[config.mk]
export PLATFORM = sky130hd
export DESIGN_NAME = esc_top
export DESIGN_NICKNAME = d
export VERILOG_FILES = /design/src/hdl/esc_pkg.sv /design/src/hdl/esc_tmr_if.sv /design/src/hdl/esc_sync2.sv /design/src/hdl/esc_top.sv /design/src/hdl/esc_win_timer.sv
export SDC_FILE = /design/constraint.sdc
export NUM_CORES = 1
export LEC_CHECK = 0
export BUFFER_PORTS_ARGS = -buffer_cell sky130_fd_sc_hd__buf_4
export CORE_ASPECT_RATIO = 1.25
export CORE_MARGIN = 2
export CORE_UTILIZATION = 60
export CTS_BUF_LIST = sky130_fd_sc_hd__clkbuf_16
export DETAILED_ROUTE_END_ITERATION = 6
export GPL_TIMING_DRIVEN = 0
export PLACE_DENSITY = 0.91
export SYNTH_ARGS = -nofsm -noshare
export SYNTH_HDL_FRONTEND = slang
export SYNTH_HIERARCHICAL = 1
export SYNTH_SLANG_ARGS = --single-unit
[constraint.sdc]
create_clock -name mclk -period 4.4 [get_ports mclk]
set_clock_uncertainty 0.1 [all_clocks]
set_input_delay 0.66 -clock mclk [delete_from_list [all_inputs] [get_ports mclk]]
set_output_delay 0.66 -clock mclk [all_outputs]
set_load 0.02 [all_outputs]
[src/hdl/esc_pkg.sv]
// Purpose: shared constants and types for the exposure sync controller
// Assumes: 10 MHz mclk, 32-bit Avalon-MM register port
package esc_pkg;
   // register byte offsets
   localparam logic [4:0] ESC_OFS_CTRL = 5'h00;
   localparam logic [4:0] ESC_OFS_CMD = 5'h04;
   localparam logic [4:0] ESC_OFS_STATUS = 5'h08;
   localparam logic [4:0] ESC_OFS_IRQ_STAT = 5'h0c;
   localparam logic [4:0] ESC_OFS_IRQ_MASK = 5'h10;
   // control fields
   localparam int ESC_CTRL_W = 7;
   localparam logic [6:0] ESC_CTRL_RST = 7'h04;
   localparam int ESC_CTRL_MODE_LO = 0;
   localparam int ESC_CTRL_PREP_HIGH = 2;
   localparam int ESC_CTRL_PRE_OFS = 3;
   localparam int ESC_CTRL_POST_OFS = 4;
   localparam int ESC_CTRL_GAIN = 5;
   localparam int ESC_CTRL_DEFECT = 6;
   // command bits
   localparam int ESC_CMD_CLEAR = 0;
   localparam int ESC_CMD_ACQUIRE = 1;
   localparam int ESC_CMD_ABORT = 2;
   // event bits, shared by status and mask
   localparam int ESC_EV_W = 6;
   localparam int ESC_EV_PROHIB = 0;
   localparam int ESC_EV_ENABLE = 1;
   localparam int ESC_EV_TIMEOUT = 2;
   localparam int ESC_EV_IMG_START = 3;
   localparam int ESC_EV_IMG_DONE = 4;
   localparam int ESC_EV_ABORT = 5;
   localparam logic [5:0] ESC_MASK_RST = 6'h00;
   // window timeout
   localparam int ESC_CLK_HZ = 10000000;
   localparam int ESC_WIN_TIMEOUT_MS = 5000;
   localparam int ESC_WIN_CYC = ESC_WIN_TIMEOUT_MS * (ESC_CLK_HZ / 1000);
   localparam int ESC_TMR_W = 32;
   // synchronisation modes
   typedef enum logic [1:0] {
      ESC_MODE_HOST = 2'h0,
      ESC_MODE_PREP = 2'h1,
      ESC_MODE_SELF = 2'h2,
      ESC_MODE_SENSOR = 2'h3
   } esc_mode_t;
   // jobs handed to the imaging core
   typedef enum logic [3:0] {
      ESC_JOB_CLEAR = 4'h0,
      ESC_JOB_PREP = 4'h1,
      ESC_JOB_ACQ = 4'h2,
      ESC_JOB_OFFSET = 4'h3,
      ESC_JOB_DARK = 4'h4,
      ESC_JOB_CORRECT = 4'h5,
      ESC_JOB_XFER_FINAL = 4'h6,
      ESC_JOB_XFER_PREVIEW = 4'h7,
      ESC_JOB_XFER_PROC = 4'h8
   } esc_job_t;
   // sequencer states
   typedef enum logic [3:0] {
      ESC_ST_IDLE = 4'h0,
      ESC_ST_CLEAR = 4'h1,
      ESC_ST_PREP = 4'h2,
      ESC_ST_WIN = 4'h3,
      ESC_ST_ACQ = 4'h4,
      ESC_ST_OFFS = 4'h5,
      ESC_ST_XFER1 = 4'h6,
      ESC_ST_DARK = 4'h7,
      ESC_ST_CORR = 4'h8,
      ESC_ST_XFER2 = 4'h9
   } esc_state_t;
endpackage : esc_pkg

[src/hdl/esc_tmr_if.sv]
// Purpose: carrier between sequencer and exposure window timer
// Assumes: one clock domain
// Notes: start and stop are one-cycle pulses
`timescale 1ns/1ps
interface esc_tmr_if;
   logic start;
   logic stop;
   logic expired;
   modport seq (output start, output stop, input expired);
   modport tmr (input start, input stop, output expired);
endinterface : esc_tmr_if

[src/hdl/esc_sync2.sv]
// Purpose: two-stage synchroniser for pin inputs
// Assumes: inputs are asynchronous levels
// Notes: only the second stage leaves this module
`timescale 1ns/1ps
module esc_sync2 #(
   parameter int W = 2
) (
   // clock and reset
   input wire logic mclk,
   input wire logic nrst,
   // levels
   input wire logic [W-1:0] d,
   output logic [W-1:0] q
);
   logic [W-1:0] meta_reg;

   // two flops in a row
   always_ff @(posedge mclk) begin
      if (!nrst) begin
         meta_reg <= '0;
         q <= '0;
      end else begin
         meta_reg <= d;
         q <= meta_reg;
      end
   end
endmodule : esc_sync2

[src/hdl/esc_top.sv]
// Purpose: exposure sync and acquisition sequencer with register port
// Assumes: imaging core on mclk answers each job with a job_done pulse
// Notes: one job runs at a time; job_code stands until the next job
//
// Local design decisions: the Avalon-MM interface to the registers and the register offsets.
`timescale 1ns/1ps
module esc_top
   import esc_pkg::*;
#(
   parameter logic [ESC_TMR_W-1:0] WIN_CYC = ESC_TMR_W'(ESC_WIN_CYC)
) (
   // clock and reset
   input wire logic mclk,
   input wire logic nrst,
   // avalon-mm slave
   input wire logic [4:0] avs_address,
   input wire logic avs_read,
   input wire logic avs_write,
   input wire logic [31:0] avs_writedata,
   input wire logic [3:0] avs_byteenable,
   output logic [31:0] avs_readdata,
   output logic avs_waitrequest,
   // interrupt
   output logic irq,
   // generator and sensor pins
   input wire logic prep_in,
   input wire logic xray_sense_in,
   output logic exposure_inhibit,
   output logic exposure_enable,
   // imaging core jobs
   output logic job_start,
   output logic [3:0] job_code,
   input wire logic job_done
);
   esc_tmr_if tif ();
   esc_state_t state_reg, state_next;
   logic [ESC_CTRL_W-1:0] ctrl_reg;
   logic [ESC_EV_W-1:0] stat_reg, mask_reg, ev_next;
   logic [2:0] cmd_reg;
   logic wait_reg;
   logic [1:0] pin_sync;
   logic prep_act, prep_act_reg, sense_reg;
   logic prep_rise, prep_fall, sense_rise;
   logic stat_rd, acc;
   esc_mode_t mode;
   logic post_sel, ofs_sel;

   // pins through two flops
   esc_sync2 #(.W(2)) u_sync (
      .mclk(mclk),
      .nrst(nrst),
      .d({xray_sense_in, prep_in}),
      .q(pin_sync)
   );

   esc_win_timer #(.TW(ESC_TMR_W), .WIN_CYC(WIN_CYC)) u_tmr (
      .mclk(mclk),
      .nrst(nrst),
      .tif(tif)
   );

   // control field views
   assign mode = esc_mode_t'(ctrl_reg[ESC_CTRL_MODE_LO +: 2]);
   assign post_sel = ctrl_reg[ESC_CTRL_POST_OFS];
   assign ofs_sel = ctrl_reg[ESC_CTRL_PRE_OFS] | ctrl_reg[ESC_CTRL_POST_OFS];
   assign prep_act = (pin_sync[0] == ctrl_reg[ESC_CTRL_PREP_HIGH]);
   assign prep_rise = prep_act & ~prep_act_reg;
   assign prep_fall = ~prep_act & prep_act_reg;
   assign sense_rise = pin_sync[1] & ~sense_reg;
   assign acc = (avs_read | avs_write) & wait_reg;
   assign stat_rd = acc & avs_read & (avs_address == ESC_OFS_IRQ_STAT);

   // job to run in each busy state
   function automatic logic [3:0] job_of(input esc_state_t s, input logic preview);
      case (s)
         ESC_ST_CLEAR: job_of = ESC_JOB_CLEAR;
         ESC_ST_PREP: job_of = ESC_JOB_PREP;
         ESC_ST_ACQ: job_of = ESC_JOB_ACQ;
         ESC_ST_OFFS: job_of = ESC_JOB_OFFSET;
         ESC_ST_DARK: job_of = ESC_JOB_DARK;
         ESC_ST_CORR: job_of = ESC_JOB_CORRECT;
         ESC_ST_XFER1: job_of = preview ? ESC_JOB_XFER_PREVIEW : ESC_JOB_XFER_FINAL;
         ESC_ST_XFER2: job_of = ESC_JOB_XFER_PROC;
         default: job_of = ESC_JOB_CLEAR;
      endcase
   endfunction : job_of

   // states that hand a job to the core
   function automatic logic is_busy(input esc_state_t s);
      is_busy = (s != ESC_ST_IDLE) && (s != ESC_ST_WIN);
   endfunction : is_busy

   // sequencer next state and events
   always_comb begin
      state_next = state_reg;
      ev_next = '0;
      case (state_reg)
         ESC_ST_IDLE: begin
            if (mode == ESC_MODE_PREP) begin
               if (prep_rise) begin
                  state_next = ESC_ST_PREP;
                  ev_next[ESC_EV_PROHIB] = 1'b1;
               end
            end else if (mode == ESC_MODE_SELF) begin
               if (sense_rise) begin
                  state_next = ESC_ST_ACQ;
                  ev_next[ESC_EV_PROHIB] = 1'b1;
               end
            end else if (cmd_reg[ESC_CMD_CLEAR]) begin
               state_next = ESC_ST_CLEAR;
               ev_next[ESC_EV_PROHIB] = 1'b1;
            end
         end
         ESC_ST_CLEAR, ESC_ST_PREP: begin
            if (job_done) begin
               state_next = ESC_ST_WIN;
               ev_next[ESC_EV_ENABLE] = 1'b1;
            end
         end
         ESC_ST_WIN: begin
            if (cmd_reg[ESC_CMD_ABORT]) begin
               state_next = ESC_ST_IDLE;
               ev_next[ESC_EV_ABORT] = 1'b1;
            end else if (tif.expired) begin
               state_next = ESC_ST_ACQ;
               ev_next[ESC_EV_TIMEOUT] = 1'b1;
            end else if (mode == ESC_MODE_HOST && cmd_reg[ESC_CMD_ACQUIRE]) begin
               state_next = ESC_ST_ACQ;
            end else if (mode == ESC_MODE_SENSOR && sense_rise) begin
               state_next = ESC_ST_ACQ;
            end else if (mode == ESC_MODE_PREP && prep_fall) begin
               state_next = ESC_ST_ACQ;
            end
         end
         ESC_ST_ACQ: begin
            if (cmd_reg[ESC_CMD_ABORT] && mode != ESC_MODE_SELF) begin
               state_next = ESC_ST_IDLE;
               ev_next[ESC_EV_ABORT] = 1'b1;
            end else if (job_done) begin
               ev_next[ESC_EV_IMG_START] = 1'b1;
               if (mode == ESC_MODE_SELF && ofs_sel) begin
                  state_next = ESC_ST_OFFS;
               end else begin
                  state_next = ESC_ST_XFER1;
               end
            end
         end
         ESC_ST_OFFS: begin
            if (job_done) begin
               state_next = ESC_ST_XFER1;
            end
         end
         ESC_ST_XFER1: begin
            if (job_done) begin
               if (post_sel || mode == ESC_MODE_SELF) begin
                  state_next = ESC_ST_DARK;
               end else begin
                  state_next = ESC_ST_IDLE;
                  ev_next[ESC_EV_IMG_DONE] = 1'b1;
               end
            end
         end
         ESC_ST_DARK: begin
            if (job_done) begin
               state_next = ESC_ST_CORR;
            end
         end
         ESC_ST_CORR: begin
            if (job_done) begin
               state_next = ESC_ST_XFER2;
            end
         end
         ESC_ST_XFER2: begin
            if (job_done) begin
               state_next = ESC_ST_IDLE;
               ev_next[ESC_EV_IMG_DONE] = 1'b1;
               if (mode == ESC_MODE_SELF) begin
                  ev_next[ESC_EV_ENABLE] = 1'b1;
               end
            end
         end
         default: state_next = ESC_ST_IDLE;
      endcase
   end

   // state and edge history
   always_ff @(posedge mclk) begin
      if (!nrst) begin
         state_reg <= ESC_ST_IDLE;
         prep_act_reg <= 1'b0;
         sense_reg <= 1'b0;
      end else begin
         state_reg <= state_next;
         prep_act_reg <= prep_act;
         sense_reg <= pin_sync[1];
      end
   end

   // job hand-off to the imaging core
   always_ff @(posedge mclk) begin
      if (!nrst) begin
         job_start <= 1'b0;
         job_code <= ESC_JOB_CLEAR;
      end else begin
         job_start <= (state_next != state_reg) && is_busy(state_next);
         if ((state_next != state_reg) && is_busy(state_next)) begin
            job_code <= job_of(state_next, post_sel || mode == ESC_MODE_SELF);
         end
      end
   end

   // generator outputs
   always_ff @(posedge mclk) begin
      if (!nrst) begin
         exposure_inhibit <= 1'b0;
         exposure_enable <= 1'b0;
      end else begin
         exposure_inhibit <= is_busy(state_next);
         exposure_enable <= (state_next == ESC_ST_WIN);
      end
   end

   // window timer control
   always_ff @(posedge mclk) begin
      if (!nrst) begin
         tif.start <= 1'b0;
         tif.stop <= 1'b0;
      end else begin
         tif.start <= (state_next == ESC_ST_WIN) && (state_reg != ESC_ST_WIN);
         tif.stop <= (state_reg == ESC_ST_WIN) && (state_next != ESC_ST_WIN);
      end
   end

   // bus: answer one cycle after the request is seen
   always_ff @(posedge mclk) begin
      if (!nrst) begin
         wait_reg <= 1'b1;
         avs_readdata <= '0;
      end else if (acc) begin
         wait_reg <= 1'b0;
         avs_readdata <= '0;
         if (avs_read) begin
            case (avs_address)
               ESC_OFS_CTRL: avs_readdata <= {25'h0, ctrl_reg};
               ESC_OFS_STATUS: avs_readdata <= {26'h0, exposure_enable, exposure_inhibit,
                                                state_reg};
               ESC_OFS_IRQ_STAT: avs_readdata <= {26'h0, stat_reg};
               ESC_OFS_IRQ_MASK: avs_readdata <= {26'h0, mask_reg};
               default: avs_readdata <= '0;
            endcase
         end
      end else begin
         wait_reg <= 1'b1;
      end
   end
   assign avs_waitrequest = wait_reg;

   // configuration writes
   always_ff @(posedge mclk) begin
      if (!nrst) begin
         ctrl_reg <= ESC_CTRL_RST;
         mask_reg <= ESC_MASK_RST;
      end else if (acc && avs_write && avs_byteenable[0]) begin
         if (avs_address == ESC_OFS_CTRL) begin
            ctrl_reg <= avs_writedata[ESC_CTRL_W-1:0];
         end
         if (avs_address == ESC_OFS_IRQ_MASK) begin
            mask_reg <= avs_writedata[ESC_EV_W-1:0];
         end
      end
   end

   // command pulses, one cycle each
   always_ff @(posedge mclk) begin
      if (!nrst) begin
         cmd_reg <= '0;
      end else if (acc && avs_write && avs_byteenable[0] && avs_address == ESC_OFS_CMD) begin
         cmd_reg <= avs_writedata[2:0];
      end else begin
         cmd_reg <= '0;
      end
   end

   // sticky events, set wins over read clear
   always_ff @(posedge mclk) begin
      if (!nrst) begin
         stat_reg <= '0;
         irq <= 1'b0;
      end else begin
         stat_reg <= (stat_rd ? '0 : stat_reg) | ev_next;
         irq <= |(((stat_rd ? '0 : stat_reg) | ev_next) & mask_reg);
      end
   end
endmodule : esc_top

[src/hdl/esc_win_timer.sv]
// Purpose: exposure window timeout counter
// Assumes: start and stop never in the same cycle
// Notes: expired pulses once per started window that is not stopped before the count runs out
`timescale 1ns/1ps
module esc_win_timer #(
   parameter int TW = 32,
   parameter logic [TW-1:0] WIN_CYC = 32'h3e8
) (
   // clock and reset
   input wire logic mclk,
   input wire logic nrst,
   // control
   esc_tmr_if.tmr tif
);
   logic [TW-1:0] cnt_reg;
   logic run_reg;
   logic exp_reg;

   assign tif.expired = exp_reg;

   always_ff @(posedge mclk) begin
      if (!nrst) begin
         cnt_reg <= '0;
         run_reg <= 1'b0;
         exp_reg <= 1'b0;
      end else begin
         exp_reg <= 1'b0;
         if (tif.start) begin
            cnt_reg <= WIN_CYC - 1'b1;
            run_reg <= 1'b1;
         end else if (tif.stop) begin
            run_reg <= 1'b0;
         end else if (run_reg) begin
            if (cnt_reg == '0) begin
               run_reg <= 1'b0;
               exp_reg <= 1'b1;
            end else begin
               cnt_reg <= cnt_reg - 1'b1;
            end
         end
      end
   end
endmodule : esc_win_timer

### Word-level counts from Yosys, hierarchy flattened

Index checks and enable logic that the tools add are counted.

| word-level totals | value |
|---|---|
| register bits after elaboration | 109 |
| input bits | 48 |
| output and inout port bits | 41 |
| logic and storage cells | 156 |

| operators by class | value |
|---|---|
| add/subtract/negate cells | 1 |
| equal/unequal tests | 31 |
| mux-type cells | 57 |
| bitwise gates (word level) | 17 |
| reductions and logical operators | 28 |

Operator list:

| kind | number |
|---|---|
| $mux W26 | 4 |
| $mux W4 | 18 |
| $pmux W4 S9 | 1 |
| $eq A4 B3 Y1 const B | 8 |
| $logic_not A32 Y1 | 1 |
| $sub A32 B1 Y32 const B | 1 |
| $pmux W4 S7 | 1 |
| $pmux W7 S4 | 1 |
| $mux W1 | 25 |
| $eq A4 B2 Y1 const B | 4 |
| $eq A4 B4 Y1 const B | 4 |
| $logic_and A1 B1 Y1 | 12 |
| $eq A5 B4 Y1 const B | 2 |
| $ne A4 B2 Y1 const B | 2 |
| $mux W7 | 1 |
| $not A1 Y1 | 7 |
| $and A1 B1 Y1 | 6 |
| $and A6 B6 Y6 | 1 |
| $mux W6 | 1 |
| $ne A2 B2 Y1 const B | 3 |
| $or A6 B6 Y6 | 1 |
| $pmux W1 S2 | 3 |
| $reduce_and A2 Y1 | 3 |
| $reduce_and A3 Y1 | 2 |
| other kinds (19) | 22 |

### Depth between registers and ports, before layout

Gate-level depths: netlist of run 1.

| depth | value |
|---|---|
| depth after elaboration | 13 |
| mapped depth | 11 |
| depth with buffers taken out | 8 |

### Cells and area by module

Netlist of run 1, hierarchy kept.

By module, submodules not included:

| module | instances | cells an instance | area an instance (µm²) | sequential area each (µm²) |
|---|---|---|---|---|
| esc_top | 1 | 325 | 2656.3 | 920.9 |
| esc_win_timer | 1 | 198 | 1833.0 | 680.7 |
| esc_sync2 | 1 | 8 | 105.1 | 80.1 |

### Least setup slack after synthesis of run 1

No wires, ideal clock.

| path | value |
|---|---|
| path type | input to register |
| start point | in avs_address[4] |
| end point | reg irq |
| setup time | 117 ps |
| data arrival time | 2682 ps |
| data required time | 4183 ps |
| slack | 1501 ps |
| stages | 10 |
| path buffers | 3 |
| cell sequence | clkbuf_1 nor2b_1 clkbuf_1 and3_1 clkbuf_1 nand3_1 a32o_1 a222oi_1 nand3_1 a22o_1 |

| on the way | value |
|---|---|
| word-level cells in the longest chain between the ends | 6 |

RTL lines:

| what | RTL line | text |
|---|---|---|
| from (decl) | esc_top.sv:16 | `input wire logic [4:0] avs_address,` |
| $eq A5 B4 Y1 | esc_top.sv:71 | `assign stat_rd = acc & avs_read & (avs_address == ESC_OFS_IRQ_STAT);` |
| $and A1 B1 Y1 | esc_top.sv:71 |  |
| $mux W6 | esc_top.sv:291 | `irq <= \|(((stat_rd ? '0 : stat_reg) \| ev_next) & mask_reg);` |
| $or A6 B6 Y6 | esc_top.sv:291 |  |
| $and A6 B6 Y6 | esc_top.sv:291 |  |
| $reduce_or A6 Y1 | esc_top.sv:291 |  |
| to (signal assigned) | esc_top.sv:291 |  |
| to (decl) | esc_top.sv:24 | `output logic irq,` |

Every way passes these cells.
A chain may end at the register's enable or synchronous reset.

### Worst setup path after layout of run 1

| path | value |
|---|---|
| start point | reg state_reg[3] |
| end point | reg job_code[0] |

| on the way | value |
|---|---|
| word-level cells in the longest chain between the ends | 9 |
| elaborated cells on any way between the ends | 43 |
| classes of those cells | 18 x eq/ne; 20 x mux; 5 x reduce/logical |

RTL lines:

| what | RTL line | text |
|---|---|---|
| from (decl) | esc_top.sv:36 | `esc_state_t state_reg, state_next;` |
| from (signal assigned) | esc_top.sv:193 | `state_reg <= state_next;` |
| parallel branches: the longest is 9 deep, another holds $pmux W4 S9 | - |  |
| to (signal assigned) | esc_top.sv:207 | `job_code <= job_of(state_next, post_sel \|\| mode == ESC_MODE_SELF);` |
| to (decl) | esc_top.sv:32 | `output logic [3:0] job_code,` |

Several ways; the timed one is not identified.

==> metrics.txt, run 1 <==
end of the worst hold path u_sync/q[0]; Worst slew margin 41.5%; FF+latch count, synth 84; crit path cell chain buf_2, nor2b_1, nand2_1, o21ai_0, nor3b_1, and4_4, or2_4, or4_1, a21oi_1; Final Setup Violations 0; Overall Global Routing Usage 29.6%; worst hold path cell count 1; Post-synth top flop dfxtp_1; Clock Path Buffers 2; clk_lat worst skew 0.34 ns; max FFs per register 32; ant diodes 0; largest net degree at the start of global routing 15; max-slew violation count 0; Crit path largest cell delay ~0.66 ns; vias in the first global route 4124; Synth-to-Final Area Change 16.9%; final setup TNS 0 ns; register area share after synthesis 36.6%; DRC Markers 0; total die area 8380 µm²; first-pass GRT wire length roughly 19000 µm; commonest non-fill, non-tap cells in the layout dfxtp_1 (84), buf_4 (61), nor2_1 (53), nand2_1 (38); warnings from Yosys 6; commonest non-fill, non-tap cell in the layout dfxtp_1; type of the worst min-delay path reg2reg; drt wl/cell 17.1 µm; initial antenna violation count 0; Core Region 7400 µm²; post-route total power 2.73 mW; Layout Nets 650; P_leak 2.22 nW; Worst-Margin Slew 0.871 ns; CP arrival 3.33 ns; Post-synth EDFFs 0; Worst Setup SP state_reg[3]; Final Hold Viols 0; P_sw 1.02 mW; Setup CP Type reg2reg; H-Tree Depth 3; router iterations before antenna repair 5; f_max ~320 MHz; CP bufs+invs 1; Port Buffer Count 34; sequential share of power 32.4%; Syn Inst Count 531; switching share of power 37.4%; TritonCTS clock tree yes; clock root buffer master clkbuf_16; clk sinks 84; ANT nets after route 0; reg-to-reg endpoint job_code[0]; Die Y 102 µm; largest area contributor in the netlist dfxtp_1; vias 4311; Combinational Power Share 38.3%; Startpoint Class flip-flop; FF-to-FF setup slack 1.23 ns; post-CTS setup buffer count 0; Resize count post-CTS 0; cts bufs inserted 9; RSZ-0062 raised after global routing no; Post-Syn Area 4590 µm²; worst r2r src state_reg[3]; crit-path leading delay family simple AND/OR/NAND/NOR gates; slowest CP cell o21ai_0; post-route minimum period 3.17 ns; Via density 6.19; crit end category flip-flop; drt total wl roughly 12000 µm; internal power 1.71 mW; Max VDD drop 0.415 mV; cts hold-fix bufs 0; Power Dens Cells about 510 nW/µm²; ranking of synthesized cells by area dfxtp_1 (37%), mux2i_1 (5.4%), buf_4 (4.4%), nor2_1 (4.3%), nand2_1 (3.1%); outcome finished clean; Ports 89; Max-Cap Viols 0; Req. time, crit path 4.56 ns; gpl congestion 0.949; CP max FO 10; Die Span X 82.3 µm; Worst R2R Path Depth 9; worst hold start u_sync/meta_reg[0]; Yosys cell types 79; Final Cycle Share 72.1%; CTS clk-pin slew, worst paths around 0.06 ns; Clk network pwr share 29.4%; share of the synthesized area in the top cell type 36.6%; Mean Syn Cell Area roughly 8.7 µm²; Async SR Flop Fraction 0%; starting DRC count in detailed routing between 200 and 300; initial core utilization 62.1%; HPWL after detailed placement 8700 µm; Rows 35; share of cells above drive strength 1 19.3%; GRT Residual Overflow 0
## layout make-up
class,instances,area [µm²]
clock inverter,7,90.1
tap,92,115
clock buffer,9,225
inverter,12,45.0
fill,560,2030
sequential,84,1680
timing repair buffer,34,255
multi-input combinational,405,2620
buffer,54,343
## synthesized netlist by cell type (all sizes together), types with 4 or more instances
library cell	instances
buf	34
or4	10
and2	15
nor2	53
nor4	14
nor3	14
or2	4
o31a	10
mux2i	25
a31oi	13
nand2	38
clkbuf	20
inv	12
and4	4
or3	11
o21ai	23
dfxtp	84
o31ai	10
o21a	6
nor2b	8
nand4	5
a311oi	4
nand3	12
xor2	4
and3	5
a22oi	6
nand2b	10
a21oi	22
## through the flow
| stage | setup slack, ns | util, % | std cells | hold WS (ns) | instance area [µm²] |
|---|---|---|---|---|---|
| 2_1_floorplan | 1.50 | - | 555 | 0.306 | 4680 |
| 3_5_place_dp | 1.01 | 68.3 | 681 | 0.315 | 5050 |
| 5_1_grt | 1.11 | 72.6 | 697 | 0.348 | 5370 |
| 4_1_cts | 1.33 | 72.6 | 697 | 0.329 | 5370 |
| 6_report | 1.23 | 72.6 | 697 | 0.323 | 5370 |
| 3_3_place_gp | 1.03 | 68.3 | 681 | 0.312 | 5050 |
## power by group through the flow
stage / registers [mW] / clock network [mW] / logic [mW]
2_1_floorplan: 0.891 / 0 / 0.788
3_3_place_gp: 0.891 / 0 / 0.971
3_5_place_dp: 0.895 / 0 / 1.01
4_1_cts: 0.880 / 0.809 / 1.02
5_1_grt: 0.889 / 0.839 / 1.13
6_report: 0.882 / 0.801 / 1.04
## how the worst max path moves through the flow
stage,endpoint,slack (ns),depth (start not counted)
floorplan,irq,1.50,10
global route,job_code[0],1.11,9
CTS,irq,1.33,10
detailed placement,irq,1.01,10
global placement,irq,1.03,10
finish,job_code[0],1.23,9
## worst register-to-register path, stage by stage, from the launching register on
cell and delay (ns):
dfxtp_1 0.38, buf_2 0.25, nor2b_1 0.24, nand2_1 0.09
o21ai_0 0.66, nor3b_1 0.20, and4_4 0.26, or2_4 0.27
or4_1 0.52, a21oi_1 0.13
## layer usage
layer | share of wire (%) | vias to the layer above | track usage [%]
met5 | 0 | - | 0
met4 | 3.6 | 0 | 15.5
met3 | 5.5 | 37 | 4.68
met2 | 53 | 179 | 54.7
met1 | 38 | 2052 | 31.6
li1 | - | 2043 | -
## kinds of logic (layout without fill, tap and decap cells)
logic type	count (synthesis)	count (layout)	synth area share, %
multiplexers	25	25	5.45
adder cells (fa/ha/maj)	2	2	0.545
other	1	25	0.0816
XOR/XNOR	7	7	1.33
buffers and inverters	66	116	8.44
AO/OA/AOI/OAI	129	129	20.8
AND/OR/NAND/NOR	217	217	26.8
flip-flops	84	84	36.6
(Power assumes the default switching activity.)
==> inputs of run 2 (changes only) <==
--- a/config.mk
+++ b/config.mk
@@ -8,11 +8,11 @@
 export BUFFER_PORTS_ARGS = -buffer_cell sky130_fd_sc_hd__buf_4
 export CORE_ASPECT_RATIO = 1.25
 export CORE_MARGIN = 2
-export CORE_UTILIZATION = 60
+export CORE_UTILIZATION = 50
 export CTS_BUF_LIST = sky130_fd_sc_hd__clkbuf_16
 export DETAILED_ROUTE_END_ITERATION = 6
 export GPL_TIMING_DRIVEN = 0
-export PLACE_DENSITY = 0.91
+export PLACE_DENSITY = 0.81
 export SYNTH_ARGS = -nofsm -noshare
 export SYNTH_HDL_FRONTEND = slang
 export SYNTH_HIERARCHICAL = 1
==> constraint.sdc (replaced) <==
create_clock -name mclk -period 2.6 [get_ports mclk]
set_clock_uncertainty 0.1 [all_clocks]
set_input_delay 0.39 -clock mclk [delete_from_list [all_inputs] [get_ports mclk]]
set_output_delay 0.39 -clock mclk [all_outputs]
set_load 0.02 [all_outputs]
==> run 2 against run 1 <==
  * The flow now finishes with violations (negative setup slack)
  * Wire length grew 7.7%
  * Sequential power grew 72%
  * Sequential share of layout area shrank 2.2 points
  * Cell area grew 8.6%
  * Maximum frequency grew 15%
  * Cell count grew 7.6%
  * Global-route usage shrank 5.3 points
  * Critical path type unchanged
  * Largest cell class unchanged
==> metrics.txt, run 2 (same netlist as run 1, synthesis figures left out) <==
P_leak 2.41 nW (was 2.22 nW); Worst R2R Path Depth 11 (was 9); Final Hold Viols 0 (unchanged); initial antenna violation count 0 (unchanged); clock root buffer master clkbuf_16 (unchanged); max FFs per register 32 (unchanged); sequential share of power 29.9% (was 32.4%); H-Tree Depth 3 (unchanged); Setup CP Type reg2reg (unchanged); initial core utilization 50.9% (was 62.1%); Clock Path Buffers 2 (unchanged); CTS clk-pin slew, worst paths 0.06 ns (about the same); DP Cell Count 712 (was 681); type of the worst min-delay path in2reg (was reg2reg); worst r2r src ctrl_reg[0] (was state_reg[3]); share of cells above drive strength 1 29.3% (was 19.3%); Clk network pwr share 24.3% (was 29.4%); starting DRC count in detailed routing 312 (was 286); clk sinks 84 (unchanged); worst hold start prep_in (was u_sync/meta_reg[0]); end of the worst hold path u_sync/meta_reg[0] (was u_sync/q[0]); Combinational Power Share 45.8% (was 38.3%); Synth-to-Final Area Change 26.9% (was 16.9%); hold slack 0.155 ns (was 0.323 ns); failing checks negative setup slack; cts bufs inserted 9 (unchanged); post-route total power 5.06 mW (was 2.73 mW); clk_lat worst skew 0.34 ns (about the same); crit path cell chain buf_6, buf_4, buf_4, a41oi_1, nor4b_4, buf_4, inv_1, and4_4, or2_4, or4_4, a21oi_2 (was buf_2, nor2b_1, nand2_1, o21ai_0, nor3b_1, and4_4, or2_4, or4_1, a21oi_1); final setup TNS -0.168 ns (was 0 ns); worst hold path cell count 2 (was 1); Finished Layout Cells 750 (was 697); max-slew violation count 0 (unchanged); Req. time, crit path 2.78 ns (was 4.56 ns); Core Region 9030 µm² (was 7400 µm²); Max-Cap Viols 0 (unchanged); CP arrival 2.93 ns (was 3.33 ns); Crit path largest cell delay 0.43 ns (was 0.66 ns); f_max 363 MHz (was 315 MHz); Port Buffer Count 34 (unchanged); commonest non-fill, non-tap cell in the layout buf_4 (was dfxtp_1); slowest CP cell or4_4 (was o21ai_0); FILL cells 709 (was 560); Die Y 111 µm (was 102 µm); Final Cycle Share 106% (was 72.1%); drt wl/cell 17.1 µm (about the same); Via density 5.88 (was 6.19); Layout Nets 673 (was 650); post-route minimum period 2.76 ns (was 3.17 ns); TritonCTS clock tree yes (unchanged); ANT nets after route 0 (unchanged); RSZ-0062 raised after global routing yes (was no); largest net degree at the start of global routing 14 (was 15); gpl congestion 0.930 (was 0.949); P_sw 1.93 mW (was 1.02 mW); crit end category flip-flop (unchanged); outcome finished with violations (was finished clean); Die Span X 89.7 µm (was 82.3 µm); CP bufs+invs 5 (was 1); Crit path top cell by count buf_4; GRT Residual Overflow 0 (unchanged); reg-to-reg endpoint job_code[0] (unchanged); router iterations before antenna repair 7 (was 5); ant diodes 0 (unchanged); crit-path leading delay family simple AND/OR/NAND/NOR gates (unchanged); vias in the first global route 4161 (was 4124); Power Dens Cells 868 nW/µm² (was 508 nW/µm²); HPWL after detailed placement 8470 µm (was 8700 µm); DRC Markers 0 (unchanged); total die area 9980 µm² (was 8380 µm²); first-pass GRT wire length 19800 µm (was 19100 µm); CP max FO 7 (was 10); commonest non-fill, non-tap cells in the layout buf_4 (83), dfxtp_1 (77), nor2_1 (49), nand2_1 (38) (was dfxtp_1 (84), buf_4 (61), nor2_1 (53), nand2_1 (38)); switching share of power 38.1% (was 37.4%); internal power 3.14 mW (was 1.71 mW); Final Setup Violations 2 (was 0); Worst slew margin 42.8% (was 41.5%); Final Cell Area 5830 µm² (was 5370 µm²); vias 4408 (was 4311); drt total wl 12800 µm (was 11900 µm); Max VDD drop 0.807 mV (was 0.415 mV); Startpoint Class flip-flop (unchanged); Rows 39 (was 35); Ports 89 (unchanged); worst setup margin -0.158 ns (was 1.23 ns); FF-to-FF setup slack -0.16 ns (was 1.23 ns); Worst-Margin Slew 0.852 ns (was 0.871 ns); post-place setup slack -0.401 ns (was 1.01 ns); DP Area 5100 µm² (was 5050 µm²); Overall Global Routing Usage 24.3% (was 29.6%); Finished Core Util 64.6% (was 72.6%)
==> run 2: cell count changes in the layout (fill, tap and decap cells not counted), moves of 5 or more <==
cell	change
buf_4	+22
dfxtp_1	-7
clkbuf_1	-6
dfxtp_2	+5
==> run 2: routing by layer <==
metal  vias up  track usage (%)  wire length, µm  part of all wire (%)
met5         -                0                0                     0
li1       2090                -                -                     -
met4         0             15.8              561                   4.4
met1      2061             27.5             4960                    39
met2       213             42.1             6590                    51
met3        44             4.01              726                   5.7
==> run 2: layout make-up <==
class / instances / area (µm²) / share of cell area [%]
multi-input combinational: 405 / 2850 / 48.9
clock buffer: 9 / 225 / 3.86
timing repair buffer: 60 / 462 / 7.92
clock inverter: 6 / 57.6 / 0.987
buffer: 51 / 339 / 5.81
inverter: 12 / 45.0 / 0.772
sequential: 84 / 1700 / 29.1
tap: 123 / 154 / 2.64
==> run 2: what timing repair did <==
action                                  4_1_cts  5_1_grt
hold buffers                                  0        0
resized for setup                            25       43
endpoints found under the setup margin        6       23
buffers inserted                             10       17
gates cloned                                  0        0
pin swaps                                    13       23
==> run 2: worst register-to-register path: stages (launching register included) <==
cell     delay, ns
dfxtp_2       0.33
buf_6         0.13
buf_4         0.13
buf_4         0.13
a41oi_1       0.30
nor4b_4       0.29
buf_4         0.22
inv_1         0.07
and4_4        0.19
or2_4         0.25
or4_4         0.43
a21oi_2       0.12
==> run 2: power groups by stage <==
stage                     clock network (mW)  logic (mW)  registers (mW)
after floorplan                            0        1.33            1.51
after CTS                               1.24        2.02            1.50
after detailed placement                   0        1.70            1.52
after global placement                     0        1.65            1.51
final                                   1.23        2.32            1.52
after global routing                    1.30        2.48            1.53
==> run 2: worst max-delay path by stage <==
| stage | from | to | slack, ns | cells past startpoint |
|---|---|---|---|---|
| detailed placement | job_done | job_code[0] | -0.40 | 9 |
| floorplan | state_reg[1] | job_code[0] | -0.01 | 9 |
| CTS | state_reg[1] | job_code[0] | -0.18 | 8 |
| global placement | job_done | job_code[0] | -0.39 | 9 |
| finish | ctrl_reg[0] | job_code[0] | -0.16 | 11 |
| global route | ctrl_reg[0] | job_code[0] | -0.22 | 11 |
